--- src/srt_pkg.sv ---
package srt_pkg;

  // Core clock and millisecond tick
  localparam int CLK_PERIOD_NS = 10;
  localparam int NS_PER_MS     = 1000000;
  localparam int MS_CYCLES     = NS_PER_MS / CLK_PERIOD_NS;
  localparam int TICK_W        = 17;

  // Millisecond timer width, enough for the longest data valid window
  localparam int TW = 19;

  // Sequencer times in milliseconds; each tick is one millisecond
  localparam logic [TW-1:0] T_INIT_MS        = 19'h00104; // 260 ms
  localparam logic [TW-1:0] T_ENTRY_3S_MS    = 19'h00258; // 600 ms
  localparam logic [TW-1:0] T_ENTRY_LONG_MS  = 19'h00a28; // 2600 ms
  localparam logic [TW-1:0] T_STBY_RET_MS    = 19'h0000b; // 11 ms
  localparam logic [TW-1:0] T_VALID_3S_MS    = 19'h00b86; // 2950 ms
  localparam logic [TW-1:0] T_VALID_100S_MS  = 19'h1866e; // 99950 ms
  localparam logic [TW-1:0] T_VALID_300S_MS  = 19'h493ae; // 299950 ms
  localparam logic [TW-1:0] T_UPDATE_MS      = 19'h00037; // 55 ms
  localparam logic [TW-1:0] T_MEASURE_MS     = 19'h001f9; // 505 ms
  localparam logic [TW-1:0] T_CMD_MS         = 19'h00006; // 6 ms
  localparam logic [TW-1:0] T_FILTER_MS      = 19'h0ea60; // 60000 ms

  // Cycle period codes
  localparam logic [1:0] CYC_3S   = 2'h0;
  localparam logic [1:0] CYC_100S = 2'h1;
  localparam logic [1:0] CYC_300S = 2'h2;

  // Particle sensor select values
  localparam logic [7:0] PSEL_OFF = 8'h00;
  localparam logic [7:0] PSEL_A   = 8'h01;
  localparam logic [7:0] PSEL_B   = 8'h02;

  localparam int PCNT_W = 16;

  typedef enum logic [2:0] {
    ST_INIT     = 3'h0,
    ST_STANDBY  = 3'h1,
    ST_MEASURE  = 3'h2,
    ST_TO_CYCLE = 3'h3,
    ST_CYC_VAL  = 3'h4,
    ST_CYC_UPD  = 3'h5,
    ST_TO_STBY  = 3'h6
  } srt_state_t;

endpackage

--- src/srt_ms_timer.sv ---
`timescale 1ns/1ps
module srt_ms_timer (
  input  wire logic                 i_core_clk,
  input  wire logic                 i_rst_n,
  input  wire logic                 i_tick,
  input  wire logic                 i_load,
  input  wire logic [srt_pkg::TW-1:0] i_value,
  output logic                      o_done,
  output logic                      o_busy
);
  import srt_pkg::*;

  logic [TW-1:0] cnt_r;
  logic          done_r;

  wire last_tick = i_tick && (cnt_r == TW'(1));

  // Load wins over the running count so a restart is never lost
  always_ff @(posedge i_core_clk or negedge i_rst_n) begin
    if (!i_rst_n) begin
      cnt_r  <= '0;
      done_r <= 1'b0;
    end else begin
      done_r <= !i_load && last_tick;
      if (i_load) begin
        cnt_r <= i_value;
      end else if (i_tick && cnt_r != '0) begin
        cnt_r <= cnt_r - TW'(1);
      end
    end
  end

  assign o_done = done_r;
  assign o_busy = (cnt_r != '0);
endmodule

--- src/srt_sequencer.sv ---
`timescale 1ns/1ps
// Notes on behaviour
// - After power-on or reset command, ready asserts in standby within 260 ms.
// - Cycle entry ignores bus; first ready within 0.6 s or 2.6 s by period.
// - Standby command in cycle mode ignores bus; ready within 11.0 ms.
// - Ready stays asserted 2.95, 99.95 or 299.95 s per cycle.
// - Ready deasserts at most 55 ms per cycle; host must not read then.
// - On-demand measurement ignores bus; ready returns within 505 ms.
// - Any other write command completes within 6 ms of its start.
// - Sound alert asserts within 40 ms of amplitude exceeding threshold.
// - Light alert asserts within 100 ms of illuminance crossing threshold.
// - Clear command deasserts the matching alert within 10 ms.
// - Particle monitoring is disabled after every reset or power-on.
// - Writing 1 or 2 to particle select enables monitoring of that type; the code takes it only while select is 0.
// - Particle filter restarts on each select change, settles in about a minute.
// - Alert lines drive 0 V when asserted, released to pull-up otherwise.
// - Sound and light alerts work in both standby and cycle mode.
// - Ready drives 0 V when ready, released to pull-up when not.
// - Cycle period is 3, 100 or 300 s, chosen in standby before entry.
// - Latch alerts hold until cleared; comparator alerts follow the level.
module srt_sequencer #(
  parameter int P_MS_CYCLES = srt_pkg::MS_CYCLES
) (
  input  wire logic                      i_core_clk,
  input  wire logic                      i_rst_n,
  input  wire logic                      i_cmd_reset,
  input  wire logic                      i_cmd_measure,
  input  wire logic                      i_cmd_cycle,
  input  wire logic                      i_cmd_standby,
  input  wire logic                      i_cmd_clr_sound,
  input  wire logic                      i_cmd_clr_light,
  input  wire logic                      i_wr_start,
  input  wire logic [1:0]                i_cycle_sel,
  input  wire logic                      i_particle_wr,
  input  wire logic [7:0]                i_particle_sel,
  input  wire logic                      i_sound_en,
  input  wire logic                      i_sound_cmp,
  input  wire logic                      i_sound_over,
  input  wire logic                      i_light_en,
  input  wire logic                      i_light_cmp,
  input  wire logic                      i_light_over,
  input  wire logic                      i_particle_pulse_in,
  output logic                           o_ready_oe,
  output logic                           o_sound_alert_out_oe,
  output logic                           o_light_alert_out_oe,
  output logic                           o_bus_ignore,
  output logic                           o_cmd_busy,
  output logic                           o_cycle_mode,
  output logic [7:0]                     o_particle_sel,
  output logic                           o_particle_en,
  output logic                           o_filter_settled,
  output logic [srt_pkg::PCNT_W-1:0]     o_particle_edges
);
  import srt_pkg::*;

  // Reset release through two flops; assertion stays asynchronous
  logic rst_s1_r, rst_s2_r;
  always_ff @(posedge i_core_clk or negedge i_rst_n) begin
    if (!i_rst_n) begin
      rst_s1_r <= 1'b0;
      rst_s2_r <= 1'b0;
    end else begin
      rst_s1_r <= 1'b1;
      rst_s2_r <= rst_s1_r;
    end
  end
  wire rst_n = rst_s2_r;

  // Millisecond enable; every time below is counted in these ticks
  logic [TICK_W-1:0] tick_cnt_r;
  logic              tick_r;
  wire tick_wrap = (tick_cnt_r == TICK_W'(P_MS_CYCLES - 1));
  always_ff @(posedge i_core_clk or negedge rst_n) begin
    if (!rst_n) begin
      tick_cnt_r <= '0;
      tick_r     <= 1'b0;
    end else begin
      tick_cnt_r <= tick_wrap ? '0 : tick_cnt_r + TICK_W'(1);
      tick_r     <= tick_wrap;
    end
  end

  srt_state_t    state_r, state_nxt;
  logic [1:0]    period_r;
  logic          fsm_done;

  // Bus is deaf while initialising, measuring or switching mode
  wire bus_on   = (state_r == ST_STANDBY) || (state_r == ST_CYC_VAL) || (state_r == ST_CYC_UPD);
  wire do_reset = bus_on && i_cmd_reset;
  wire in_cycle = (state_r == ST_CYC_VAL) || (state_r == ST_CYC_UPD);

  // Time for the state being entered
  function automatic logic [TW-1:0] state_time(input srt_state_t st, input logic [1:0] per);
    logic [TW-1:0] t;
    t = '0;
    case (st)
      ST_INIT:     t = T_INIT_MS;
      ST_MEASURE:  t = T_MEASURE_MS;
      ST_TO_CYCLE: t = (per == CYC_3S) ? T_ENTRY_3S_MS : T_ENTRY_LONG_MS;
      ST_CYC_VAL:  t = (per == CYC_3S) ? T_VALID_3S_MS :
                       (per == CYC_100S) ? T_VALID_100S_MS : T_VALID_300S_MS;
      ST_CYC_UPD:  t = T_UPDATE_MS;
      ST_TO_STBY:  t = T_STBY_RET_MS;
      default:     t = '0;
    endcase
    return t;
  endfunction

  // Next state; reset command restarts initialisation from any listening state
  always_comb begin
    state_nxt = state_r;
    case (state_r)
      ST_INIT:     if (fsm_done) state_nxt = ST_STANDBY;
      ST_STANDBY: begin
        if (i_cmd_measure) state_nxt = ST_MEASURE;
        else if (i_cmd_cycle) state_nxt = ST_TO_CYCLE;
      end
      ST_MEASURE:  if (fsm_done) state_nxt = ST_STANDBY;
      ST_TO_CYCLE: if (fsm_done) state_nxt = ST_CYC_VAL;
      ST_CYC_VAL: begin
        if (i_cmd_standby) state_nxt = ST_TO_STBY;
        else if (fsm_done) state_nxt = ST_CYC_UPD;
      end
      ST_CYC_UPD: begin
        if (i_cmd_standby) state_nxt = ST_TO_STBY;
        else if (fsm_done) state_nxt = ST_CYC_VAL;
      end
      ST_TO_STBY:  if (fsm_done) state_nxt = ST_STANDBY;
      default:     state_nxt = ST_INIT;
    endcase
    if (do_reset) state_nxt = ST_INIT;
  end

  wire           fsm_load  = (state_nxt != state_r) || do_reset;
  // Code 3 reads as the 3 s period for the entry time and the latched period alike
  wire [1:0]     sel_norm  = (i_cycle_sel > CYC_300S) ? CYC_3S : i_cycle_sel;
  wire [TW-1:0]  fsm_value = state_time(state_nxt, (state_r == ST_STANDBY) ? sel_norm : period_r);
  logic          init_arm_r;

  // The timer is loaded on power-up too, so the first init is timed as well
  srt_ms_timer u_fsm_timer (
    .i_core_clk (i_core_clk),
    .i_rst_n    (rst_n),
    .i_tick     (tick_r),
    .i_load     (fsm_load || init_arm_r),
    .i_value    (init_arm_r ? T_INIT_MS : fsm_value),
    .o_done     (fsm_done),
    .o_busy     ()
  );

  // Period is latched only in standby, so a change during cycling waits
  always_ff @(posedge i_core_clk or negedge rst_n) begin
    if (!rst_n) begin
      state_r    <= ST_INIT;
      period_r   <= CYC_3S;
      init_arm_r <= 1'b1;
    end else begin
      state_r    <= state_nxt;
      init_arm_r <= 1'b0;
      if (state_r == ST_STANDBY && i_cmd_cycle && !i_cmd_measure) period_r <= sel_norm;
    end
  end

  // Other writes: busy for the processing time from the start of the write
  logic cmd_busy;
  srt_ms_timer u_cmd_timer (
    .i_core_clk (i_core_clk),
    .i_rst_n    (rst_n),
    .i_tick     (tick_r),
    .i_load     (i_wr_start && bus_on),
    .i_value    (T_CMD_MS),
    .o_done     (),
    .o_busy     (cmd_busy)
  );

  // Particle select: only 0, 1, 2 accepted, and never straight between 1 and 2
  logic [7:0] psel_r;
  logic       pen_r;
  wire psel_ok  = (i_particle_sel == PSEL_OFF) || ((i_particle_sel == PSEL_A || i_particle_sel == PSEL_B) && psel_r == PSEL_OFF);
  wire psel_chg = bus_on && i_particle_wr && psel_ok && (i_particle_sel != psel_r);
  logic filt_busy;
  srt_ms_timer u_filter_timer (
    .i_core_clk (i_core_clk),
    .i_rst_n    (rst_n),
    .i_tick     (tick_r),
    .i_load     (psel_chg),
    .i_value    (T_FILTER_MS),
    .o_done     (),
    .o_busy     (filt_busy)
  );

  // Particle pin crosses into the core clock through two flops
  logic prt_s1_r, prt_s2_r, prt_s3_r;
  wire  prt_rise = prt_s2_r && !prt_s3_r;
  logic [PCNT_W-1:0] pedges_r;
  always_ff @(posedge i_core_clk or negedge rst_n) begin
    if (!rst_n) begin
      psel_r   <= PSEL_OFF;
      pen_r    <= 1'b0;
      prt_s1_r <= 1'b0;
      prt_s2_r <= 1'b0;
      prt_s3_r <= 1'b0;
      pedges_r <= '0;
    end else begin
      prt_s1_r <= i_particle_pulse_in;
      prt_s2_r <= prt_s1_r;
      prt_s3_r <= prt_s2_r;
      if (do_reset) psel_r <= PSEL_OFF;
      else if (psel_chg) psel_r <= i_particle_sel;
      // Enable kept in its own flop so the output needs no decode after it
      if (do_reset) pen_r <= 1'b0;
      else if (psel_chg) pen_r <= (i_particle_sel != PSEL_OFF);
      if (psel_chg || do_reset) pedges_r <= '0;
      else if (psel_r != PSEL_OFF && prt_rise) pedges_r <= pedges_r + PCNT_W'(1);
    end
  end

  // Latch sets on the level being over threshold once armed; set beats clear
  logic snd_lat_r, lgt_lat_r;
  wire snd_set = i_sound_en && i_sound_over && !i_sound_cmp;
  wire lgt_set = i_light_en && i_light_over && !i_light_cmp;
  wire snd_clr = bus_on && i_cmd_clr_sound;
  wire lgt_clr = bus_on && i_cmd_clr_light;
  wire snd_act = i_sound_en && (i_sound_cmp ? i_sound_over : snd_lat_r);
  wire lgt_act = i_light_en && (i_light_cmp ? i_light_over : lgt_lat_r);
  always_ff @(posedge i_core_clk or negedge rst_n) begin
    if (!rst_n) begin
      snd_lat_r <= 1'b0;
      lgt_lat_r <= 1'b0;
    end else begin
      if (snd_set) snd_lat_r <= 1'b1;
      else if (snd_clr || do_reset) snd_lat_r <= 1'b0;
      if (lgt_set) lgt_lat_r <= 1'b1;
      else if (lgt_clr || do_reset) lgt_lat_r <= 1'b0;
    end
  end

  // Registered pin drives; enable high pulls the line to 0 V
  always_ff @(posedge i_core_clk or negedge rst_n) begin
    if (!rst_n) begin
      o_ready_oe           <= 1'b0;
      o_sound_alert_out_oe <= 1'b0;
      o_light_alert_out_oe <= 1'b0;
      o_bus_ignore         <= 1'b1;
      o_cmd_busy           <= 1'b0;
      o_cycle_mode         <= 1'b0;
      o_filter_settled     <= 1'b0;
    end else begin
      o_ready_oe           <= (state_r == ST_STANDBY) || (state_r == ST_CYC_VAL);
      o_sound_alert_out_oe <= snd_act;
      o_light_alert_out_oe <= lgt_act;
      o_bus_ignore         <= !bus_on;
      o_cmd_busy           <= cmd_busy;
      o_cycle_mode         <= in_cycle;
      o_filter_settled     <= (psel_r != PSEL_OFF) && !filt_busy;
    end
  end
  assign o_particle_sel   = psel_r;
  assign o_particle_en    = pen_r;
  assign o_particle_edges = pedges_r;

  // Milliseconds spent in the current state, for the checks below
  logic [TW-1:0] st_ms_r;
  always_ff @(posedge i_core_clk or negedge rst_n) begin
    if (!rst_n) st_ms_r <= '0;
    else if (fsm_load) st_ms_r <= '0;
    else if (tick_r) st_ms_r <= st_ms_r + TW'(1);
  end

  // Milliseconds of busy time since the last write start, counted apart from the timer
  logic [TW-1:0] cmd_ms_r;
  always_ff @(posedge i_core_clk or negedge rst_n) begin
    if (!rst_n) cmd_ms_r <= '0;
    else if (i_wr_start && bus_on) cmd_ms_r <= '0;
    else if (tick_r && cmd_busy) cmd_ms_r <= cmd_ms_r + TW'(1);
  end
endmodule

--- config.mk ---
export PLATFORM = sky130hd
export DESIGN_NAME = srt_sequencer
export DESIGN_NICKNAME = d
export VERILOG_FILES = /design/src/srt_pkg.sv /design/src/srt_ms_timer.sv /design/src/srt_sequencer.sv
export SDC_FILE = /design/constraint.sdc
export NUM_CORES = 1
export LEC_CHECK = 0
export BUFFER_PORTS_ARGS = -buffer_cell sky130_fd_sc_hd__buf_4
export CAP_MARGIN = 40
export CORE_ASPECT_RATIO = 0.75
export CORE_MARGIN = 3
export CORE_UTILIZATION = 45
export CTS_CLUSTER_DIAMETER = 30
export DETAILED_ROUTE_END_ITERATION = 7
export GPL_ROUTABILITY_DRIVEN = 0
export PLACE_DENSITY = 0.7
export SYNTH_ARGS = -nofsm -noshare
export SYNTH_HDL_FRONTEND = slang
export SYNTH_HIERARCHICAL = 1
export SYNTH_SLANG_ARGS = --single-unit
--- constraint.sdc ---
create_clock -name i_core_clk -period 5.1 [get_ports i_core_clk]
set_clock_uncertainty 0.15 [all_clocks]
set_input_delay 1.02 -clock i_core_clk [delete_from_list [all_inputs] [get_ports i_core_clk]]
set_output_delay 1.02 -clock i_core_clk [all_outputs]
set_load 0.02 [all_outputs]
==> summary.txt, run 1 <==
Final layout
  – Area of the multi-input gates: 3829 um2
  – Fraction of layout cells with a size suffix above 1: around 17%
  – Sequential Area: 3034 um2
  – Fill cells: 1,300
  – NumNets Final: 855
  – Fin area: 8283 um2
  – Area Growth Syn to Fin: 19.47%
  – Ant diodes: 0
  – Fin util: 56.02%

Clock tree
  – Post_cts resized: 0
  – Worst-case clock buffer depth: 2
  – TritonCTS Buffers: 17
  – CTS tree: done
  – Reg clk slew, reported paths: 0.06 ns
  – Hold_buf cts: 0
  – Clock sinks: 121
  – H-tree depth: 4
  – Clk_lat worst skew: 0.42 ns
  – Root buf cell: clkbuf_16
  – Post-CTS setup buffers: 0

Power
  – Max VDD drop: between 0.2 and 0.3 mV
  – Leak Pwr: 3.467 nW
  – Power, Total: 3.493 mW
  – Pwr Density: 421.7 nW/um2

Critical path
  – Critical-path maximum fanout: 21
  – Crit path capture type: flip-flop
  – Worst-path cell chain: o21ba_2 -> and2_1 -> a21o_4 -> inv_8 -> xnor2_1 -> or4_1 -> buf_4 -> nor2_1 -> o2111ai_1 -> o211ai_1
  – Critical Path RT: 5.29 ns
  – Crit-path slowest cell: or4_1
  – WP data arrival: 3.63 ns
  – CP max stage delay: 0.77 ns
  – CP Launch Type: flip-flop
  – WS Path Type: flip-flop to flip-flop

GRT
  – Vias in the first global route: 5,050
  – Initial antenna violation count: 0
  – First-pass GRT wire length: 25.42 mm
  – GRT Util Overall: approximately a fifth
  – Pin count of the biggest net entering global routing: 43
  – Total gr overflow: 0

Route
  – Pre-antenna DRT Iters: 5
  – Vias: 5,476
  – Vias/cell: 5.291
  – Number of DRC markers in iteration 0: 337
  – DRC violations left: 0
  – WL per Instance: 14.39 um
  – WL final: 14.89 mm
  – Routed Antenna Nets: 0

STA
  – Hold Fails Final Rpt: 0
  – RSZ-0062 raised after global routing: no
  – Slew @ Worst Pin: 0.7718 ns
  – Final TNS setup: 0 ns
  – Period utilization: 67.47%
  – Final Critical Period: 3.441 ns
  – Setup violators final: 0
  – Pins Over Slew Limit: 0
  – Slew headroom: between 40% and 50%
  – Hold slack final: roughly 0.14 ns
  – F_max: 290.6 MHz

Die
  – Die W: 149.3 um
  – Core area: 14,790 um2
  – Initial Util: a little under half
  – Placement row count: 38
  – Die Height: around 110 um
  – Die footprint: 16,950 um2
  – IO Count: 59

Synthesis
  – Mean post-synth cell area: 9.576 um2
  – Synth warn: 6
  – Mapped Area: 6933 um2
  – Synth Instances: 724

Hold path
  – HP Class: flip-flop to asynchronous set/reset pin

Status
  – Run status: finished, final reports clean

Flow run
  – Total of max-cap violations: 0

Placement
  – Area after DPL: 7712 um2
  – PortBufs: 58
  – HPWL after DPL: 10.57 mm
## layer usage
| layer | GRT usage (%) | up-vias | part of all wire (%) |
|---|---|---|---|
| met5 | 0 | - | 0 |
| met2 | 25.85 | 120 | 42 |
| met4 | 5.671 | 0 | 1.1 |
| li1 | - | 2741 | - |
| met1 | 28.52 | 2603 | 51 |
| met3 | 4.885 | 12 | 5.6 |
## layout by cell type, fill, tap and decap left out, types with 25 or more instances in the layout
cell	instances
nand2_1	75
dfrtp_1	118
xor2_1	50
o21ai_0	40
conb_1	43
nor2_1	69
xnor2_1	25
a21oi_1	28
nand3_1	28
buf_4	63
## where the power goes
| group | internal [mW] | switching [mW] | total [mW] |
|---|---|---|---|
| registers | 1.14 | 0.253 | 1.40 |
| clock network | 0.682 | 0.470 | 1.15 |
| logic | 0.406 | 0.537 | 0.943 |
## path summary, 6_finish.rpt
| path | startpoint | endpoint | slack, ns | depth (start not counted) |
|---|---|---|---|---|
| worst max-delay path | state_r[1] | u_fsm_timer/cnt_r[17] | 1.66 | 10 |
| worst min-delay path | rst_n | o_particle_edges[10] | 0.14 | 0 |
| worst max register to register | state_r[1] | u_fsm_timer/cnt_r[17] | 1.66 | 10 |
| worst min register to register | rst_n | o_particle_edges[10] | 0.14 | 0 |
| max in group asynchronous | rst_n | o_bus_ignore | 3.47 | 2 |
| min in group i_core_clk | prt_s1_r | prt_s2_r | 0.20 | 0 |
## layout make-up
| type | count | area share [%] |
|---|---|---|
| multi-input combinational | 592 | 46.22 |
| sequential | 121 | 36.63 |
| timing repair buffer | 65 | 6.012 |
| clock buffer | 18 | 5.181 |
| inverter | 25 | 1.224 |
| tap | 200 | 3.021 |
| clock inverter | 14 | 1.707 |
## sequential cells by signal (all words and copies together) (netlist names), 2 cells and up
| name | cells |
|---|---|
| o_particle_edges | 16 |
| o_particle_sel | 8 |
| period_r | 2 |
| state_r | 3 |
| tick_cnt_r | 17 |
| u_cmd_timer/cnt_r | 19 |
| u_filter_timer/cnt_r | 19 |
| u_fsm_timer/cnt_r | 19 |
## critical path: cells and delay by family, from the launching register on
family | cells | cell delay [ns]
AO/OA/AOI/OAI | 4 | 0.91
flip-flops | 1 | 0.54
XOR/XNOR | 1 | 0.11
buffers and inverters | 2 | 0.37
AND/OR/NAND/NOR | 3 | 1.26
## through the flow
step | setup slack, ns | instances
2_1_floorplan | 1.333 | 765
3_3_place_gp | 1.409 | 1001
3_5_place_dp | 1.325 | 1003
4_1_cts | 1.680 | 1035
5_1_grt | 1.467 | 1035
6_report | 1.659 | 1035
Power figures use the tool's default switching activity.
==> inputs of run 2 (changes only) <==
Settings changed: PLACE_DENSITY 0.7 to 0.72.
Clock period 5.1 ns to 2.8 ns, I/O delays scaled along.
==> summary.txt, run 2 (synthesized netlist as in run 1, its figures left out) <==
Status
  – Run status: finished, final reports clean (unchanged)

Critical path
  – RR Endpoint: u_fsm_timer/cnt_r[17] (unchanged)
  – CP Launch Type: flip-flop (unchanged)
  – WS Path Type: flip-flop to flip-flop (unchanged)
  – WP data arrival: 2.86 ns (was 3.63 ns)
  – Crit path capture type: flip-flop (unchanged)
  – Crit-path slowest cell: or4_1 (unchanged)
  – R2R cell count: 10 (unchanged)
  – Setup slack, reg-to-reg: 0.11 ns (was 1.66 ns)
  – Top cell family by delay on the critical path: simple AND/OR/NAND/NOR gates (unchanged)
  – R2R Path Start: u_fsm_timer/o_done (was state_r[1])
  – Critical Path RT: 2.98 ns (was 5.29 ns)
  – Critical-path maximum fanout: 17 (was 21)
  – Crit path buf inv count: 2 (unchanged)
  – CP max stage delay: 0.51 ns (was 0.77 ns)
  – Worst-path cell chain: nand2_4 -> or3b_4 -> a21o_4 -> inv_8 -> xnor2_1 -> or4_1 -> buf_6 -> nor2_2 -> o2111ai_1 -> o211ai_1 (was o21ba_2 -> and2_1 -> a21o_4 -> inv_8 -> xnor2_1 -> or4_1 -> buf_4 -> nor2_1 -> o2111ai_1 -> o211ai_1)

GRT
  – First-pass GRT wire length: 26.39 mm (was 25.42 mm)
  – Total gr overflow: 0 (unchanged)
  – Pin count of the biggest net entering global routing: 96 (was 43)
  – Grt peak-use layer: met1 (unchanged)
  – Initial antenna violation count: 0 (unchanged)
  – M3 GR Usage: 4.488% (was 4.885%)
  – GR Util met1: 28.72% (was 28.52%)
  – Vias in the first global route: 5,326 (was 5,050)
  – GRT Util Overall: 19.06% (was 18.65%)
  – M2 GR Usage: 27.42% (was 25.85%)

STA
  – Setup violators final: 0 (unchanged)
  – F_max: 372.2 MHz (was 290.6 MHz)
  – RSZ-0062 raised after global routing: no (unchanged)
  – Final TNS setup: 0 ns (unchanged)
  – Pins Over Slew Limit: 0 (unchanged)
  – Period utilization: 95.95% (was 67.47%)
  – Final Worst Setup Slack: 0.1134 ns (was 1.659 ns)
  – Slew headroom: 48.43% (was 48.07%)
  – Final Critical Period: 2.687 ns (was 3.441 ns)
  – Hold Fails Final Rpt: 0 (unchanged)
  – Slew @ Worst Pin: 0.7721 ns (was 0.7718 ns)

Clock tree
  – Clk_lat worst skew: 0.42 ns (about the same)
  – H-tree depth: 4 (unchanged)
  – CTS tree: done (unchanged)
  – Worst-case clock buffer depth: 2 (unchanged)
  – Reg clk slew, reported paths: 0.07 ns (was 0.06 ns)
  – TritonCTS Buffers: 17 (unchanged)
  – Root buf cell: clkbuf_16 (unchanged)
  – Clock sinks: 121 (unchanged)

Die
  – Die W: 149.3 um (unchanged)
  – Placement row count: 38 (unchanged)
  – Core area: 14,790 um2 (unchanged)
  – Die Height: 113.5 um (unchanged)
  – Initial Util: 46.89% (unchanged)
  – Die footprint: 16,950 um2 (unchanged)
  – IO Count: 59 (unchanged)

Final layout
  – Fin area: 8527 um2 (was 8283 um2)
  – Most frequent cells in the layout: dfrtp_1, buf_4, nand2_1 (was dfrtp_1, nand2_1, nor2_1)
  – Layout Cells excl Fill: 1,057 (was 1,035)
  – NumNets Final: 877 (was 855)
  – Biggest regs: u_cmd_timer/cnt_r x19, u_filter_timer/cnt_r x19, u_fsm_timer/cnt_r x19 (unchanged)
  – Fill cells: 1,269 (was 1,300)
  – Fraction of layout cells with a size suffix above 1: 20.07% (was 17.49%)
  – Area Growth Syn to Fin: 22.99% (was 19.47%)
  – Leading cell type in the layout, fill and taps excluded: dfrtp_1 (unchanged)
  – Ant diodes: 0 (unchanged)

Flow run
  – Total of max-cap violations: 0 (unchanged)

Placement
  – Placed Instances: 1,024 (was 1,003)
  – PortBufs: 58 (unchanged)
  – HPWL after DPL: 10.75 mm (was 10.57 mm)
  – Area after DPL: 7898 um2 (was 7712 um2)
  – DP Worst Slack: -0.04698 ns (was 1.325 ns)

Route
  – Pre-antenna DRT Iters: 5 (unchanged)
  – Vias/cell: 5.296 (was 5.291)
  – Routed Antenna Nets: 0 (unchanged)
  – DRC violations left: 0 (unchanged)
  – WL final: 15.36 mm (was 14.89 mm)
  – Vias: 5,598 (was 5,476)
  – Number of DRC markers in iteration 0: 432 (was 337)
  – WL per Instance: 14.53 um (was 14.39 um)

Power
  – Leak Pwr: 3.598 nW (was 3.467 nW)
  – Max VDD drop: 0.4142 mV (was 0.2999 mV)
  – Pwr Density: 781.4 nW/um2 (was 421.7 nW/um2)

Hold path
  – HP Class: flip-flop to asynchronous set/reset pin (unchanged)
==> run 2: cell count changes in the layout (fill, tap and decap cells not counted), moves of 2 or more <==
cell      change
buf_12        +2
buf_4        +19
clkinv_4      -5
inv_6         +3
inv_8         +2
==> run 2: power breakdown <==
group          internal, mW  switching [mW]
logic                 0.848            1.02
clock network          1.35           0.909
registers              2.09           0.446
==> run 2: timing repair <==
action                                 in CTS  in global routing
endpoints found under the hold margin       2                  0
hold buffers                                1                  0
gates resized for setup                     0                  5
setup endpoints to repair                   0                 15
setup buffers                               0                  0
==> run 2: cell type report <==
| class | count | area (um2) | share of cell area [%] |
|---|---|---|---|
| inverters | 25 | 101.3 | 1.189 |
| repair buffers | 87 | 696.9 | 8.173 |
| flip-flops and latches | 121 | 3035 | 35.60 |
| clock buffers | 17 | 425.4 | 4.989 |
| well taps | 200 | 250.2 | 2.935 |
| clock inverters | 15 | 178.9 | 2.098 |
| multi-input cells | 592 | 3839 | 45.02 |
==> run 2: stage by stage <==
step	utilization [%]	power, mW	hold slack [ns]
5_1_grt	57.67	7.042	0.08260
4_1_cts	57.56	6.686	0.08251
3_3_place_gp	53.41	4.351	0.09302
3_5_place_dp	53.41	4.388	0.09653
6_report	57.67	6.663	0.08119
2_1_floorplan	-	3.771	0.1144
==> run 2: routing by layer <==
metal | wire [um] | vias to the layer above
met5 | 0 | -
met4 | 189 | 0
met3 | 840 | 14
met2 | 6577 | 132
met1 | 7755 | 2658
li1 | - | 2794
==> run 2: worst max path at each step <==
stage | from | endpoint | slack, ns | depth (start not counted)
floorplan | i_cmd_cycle | u_fsm_timer/cnt_r[0] | 0.11 | 10
global placement | i_cmd_cycle | u_fsm_timer/cnt_r[17] | 0.02 | 11
detailed placement | i_cmd_cycle | u_fsm_timer/cnt_r[17] | -0.05 | 11
CTS | state_r[1] | u_fsm_timer/cnt_r[17] | 0.01 | 11
global route | u_fsm_timer/o_done | u_fsm_timer/cnt_r[17] | 0.005 | 10
finish | u_fsm_timer/o_done | u_fsm_timer/cnt_r[17] | 0.11 | 10
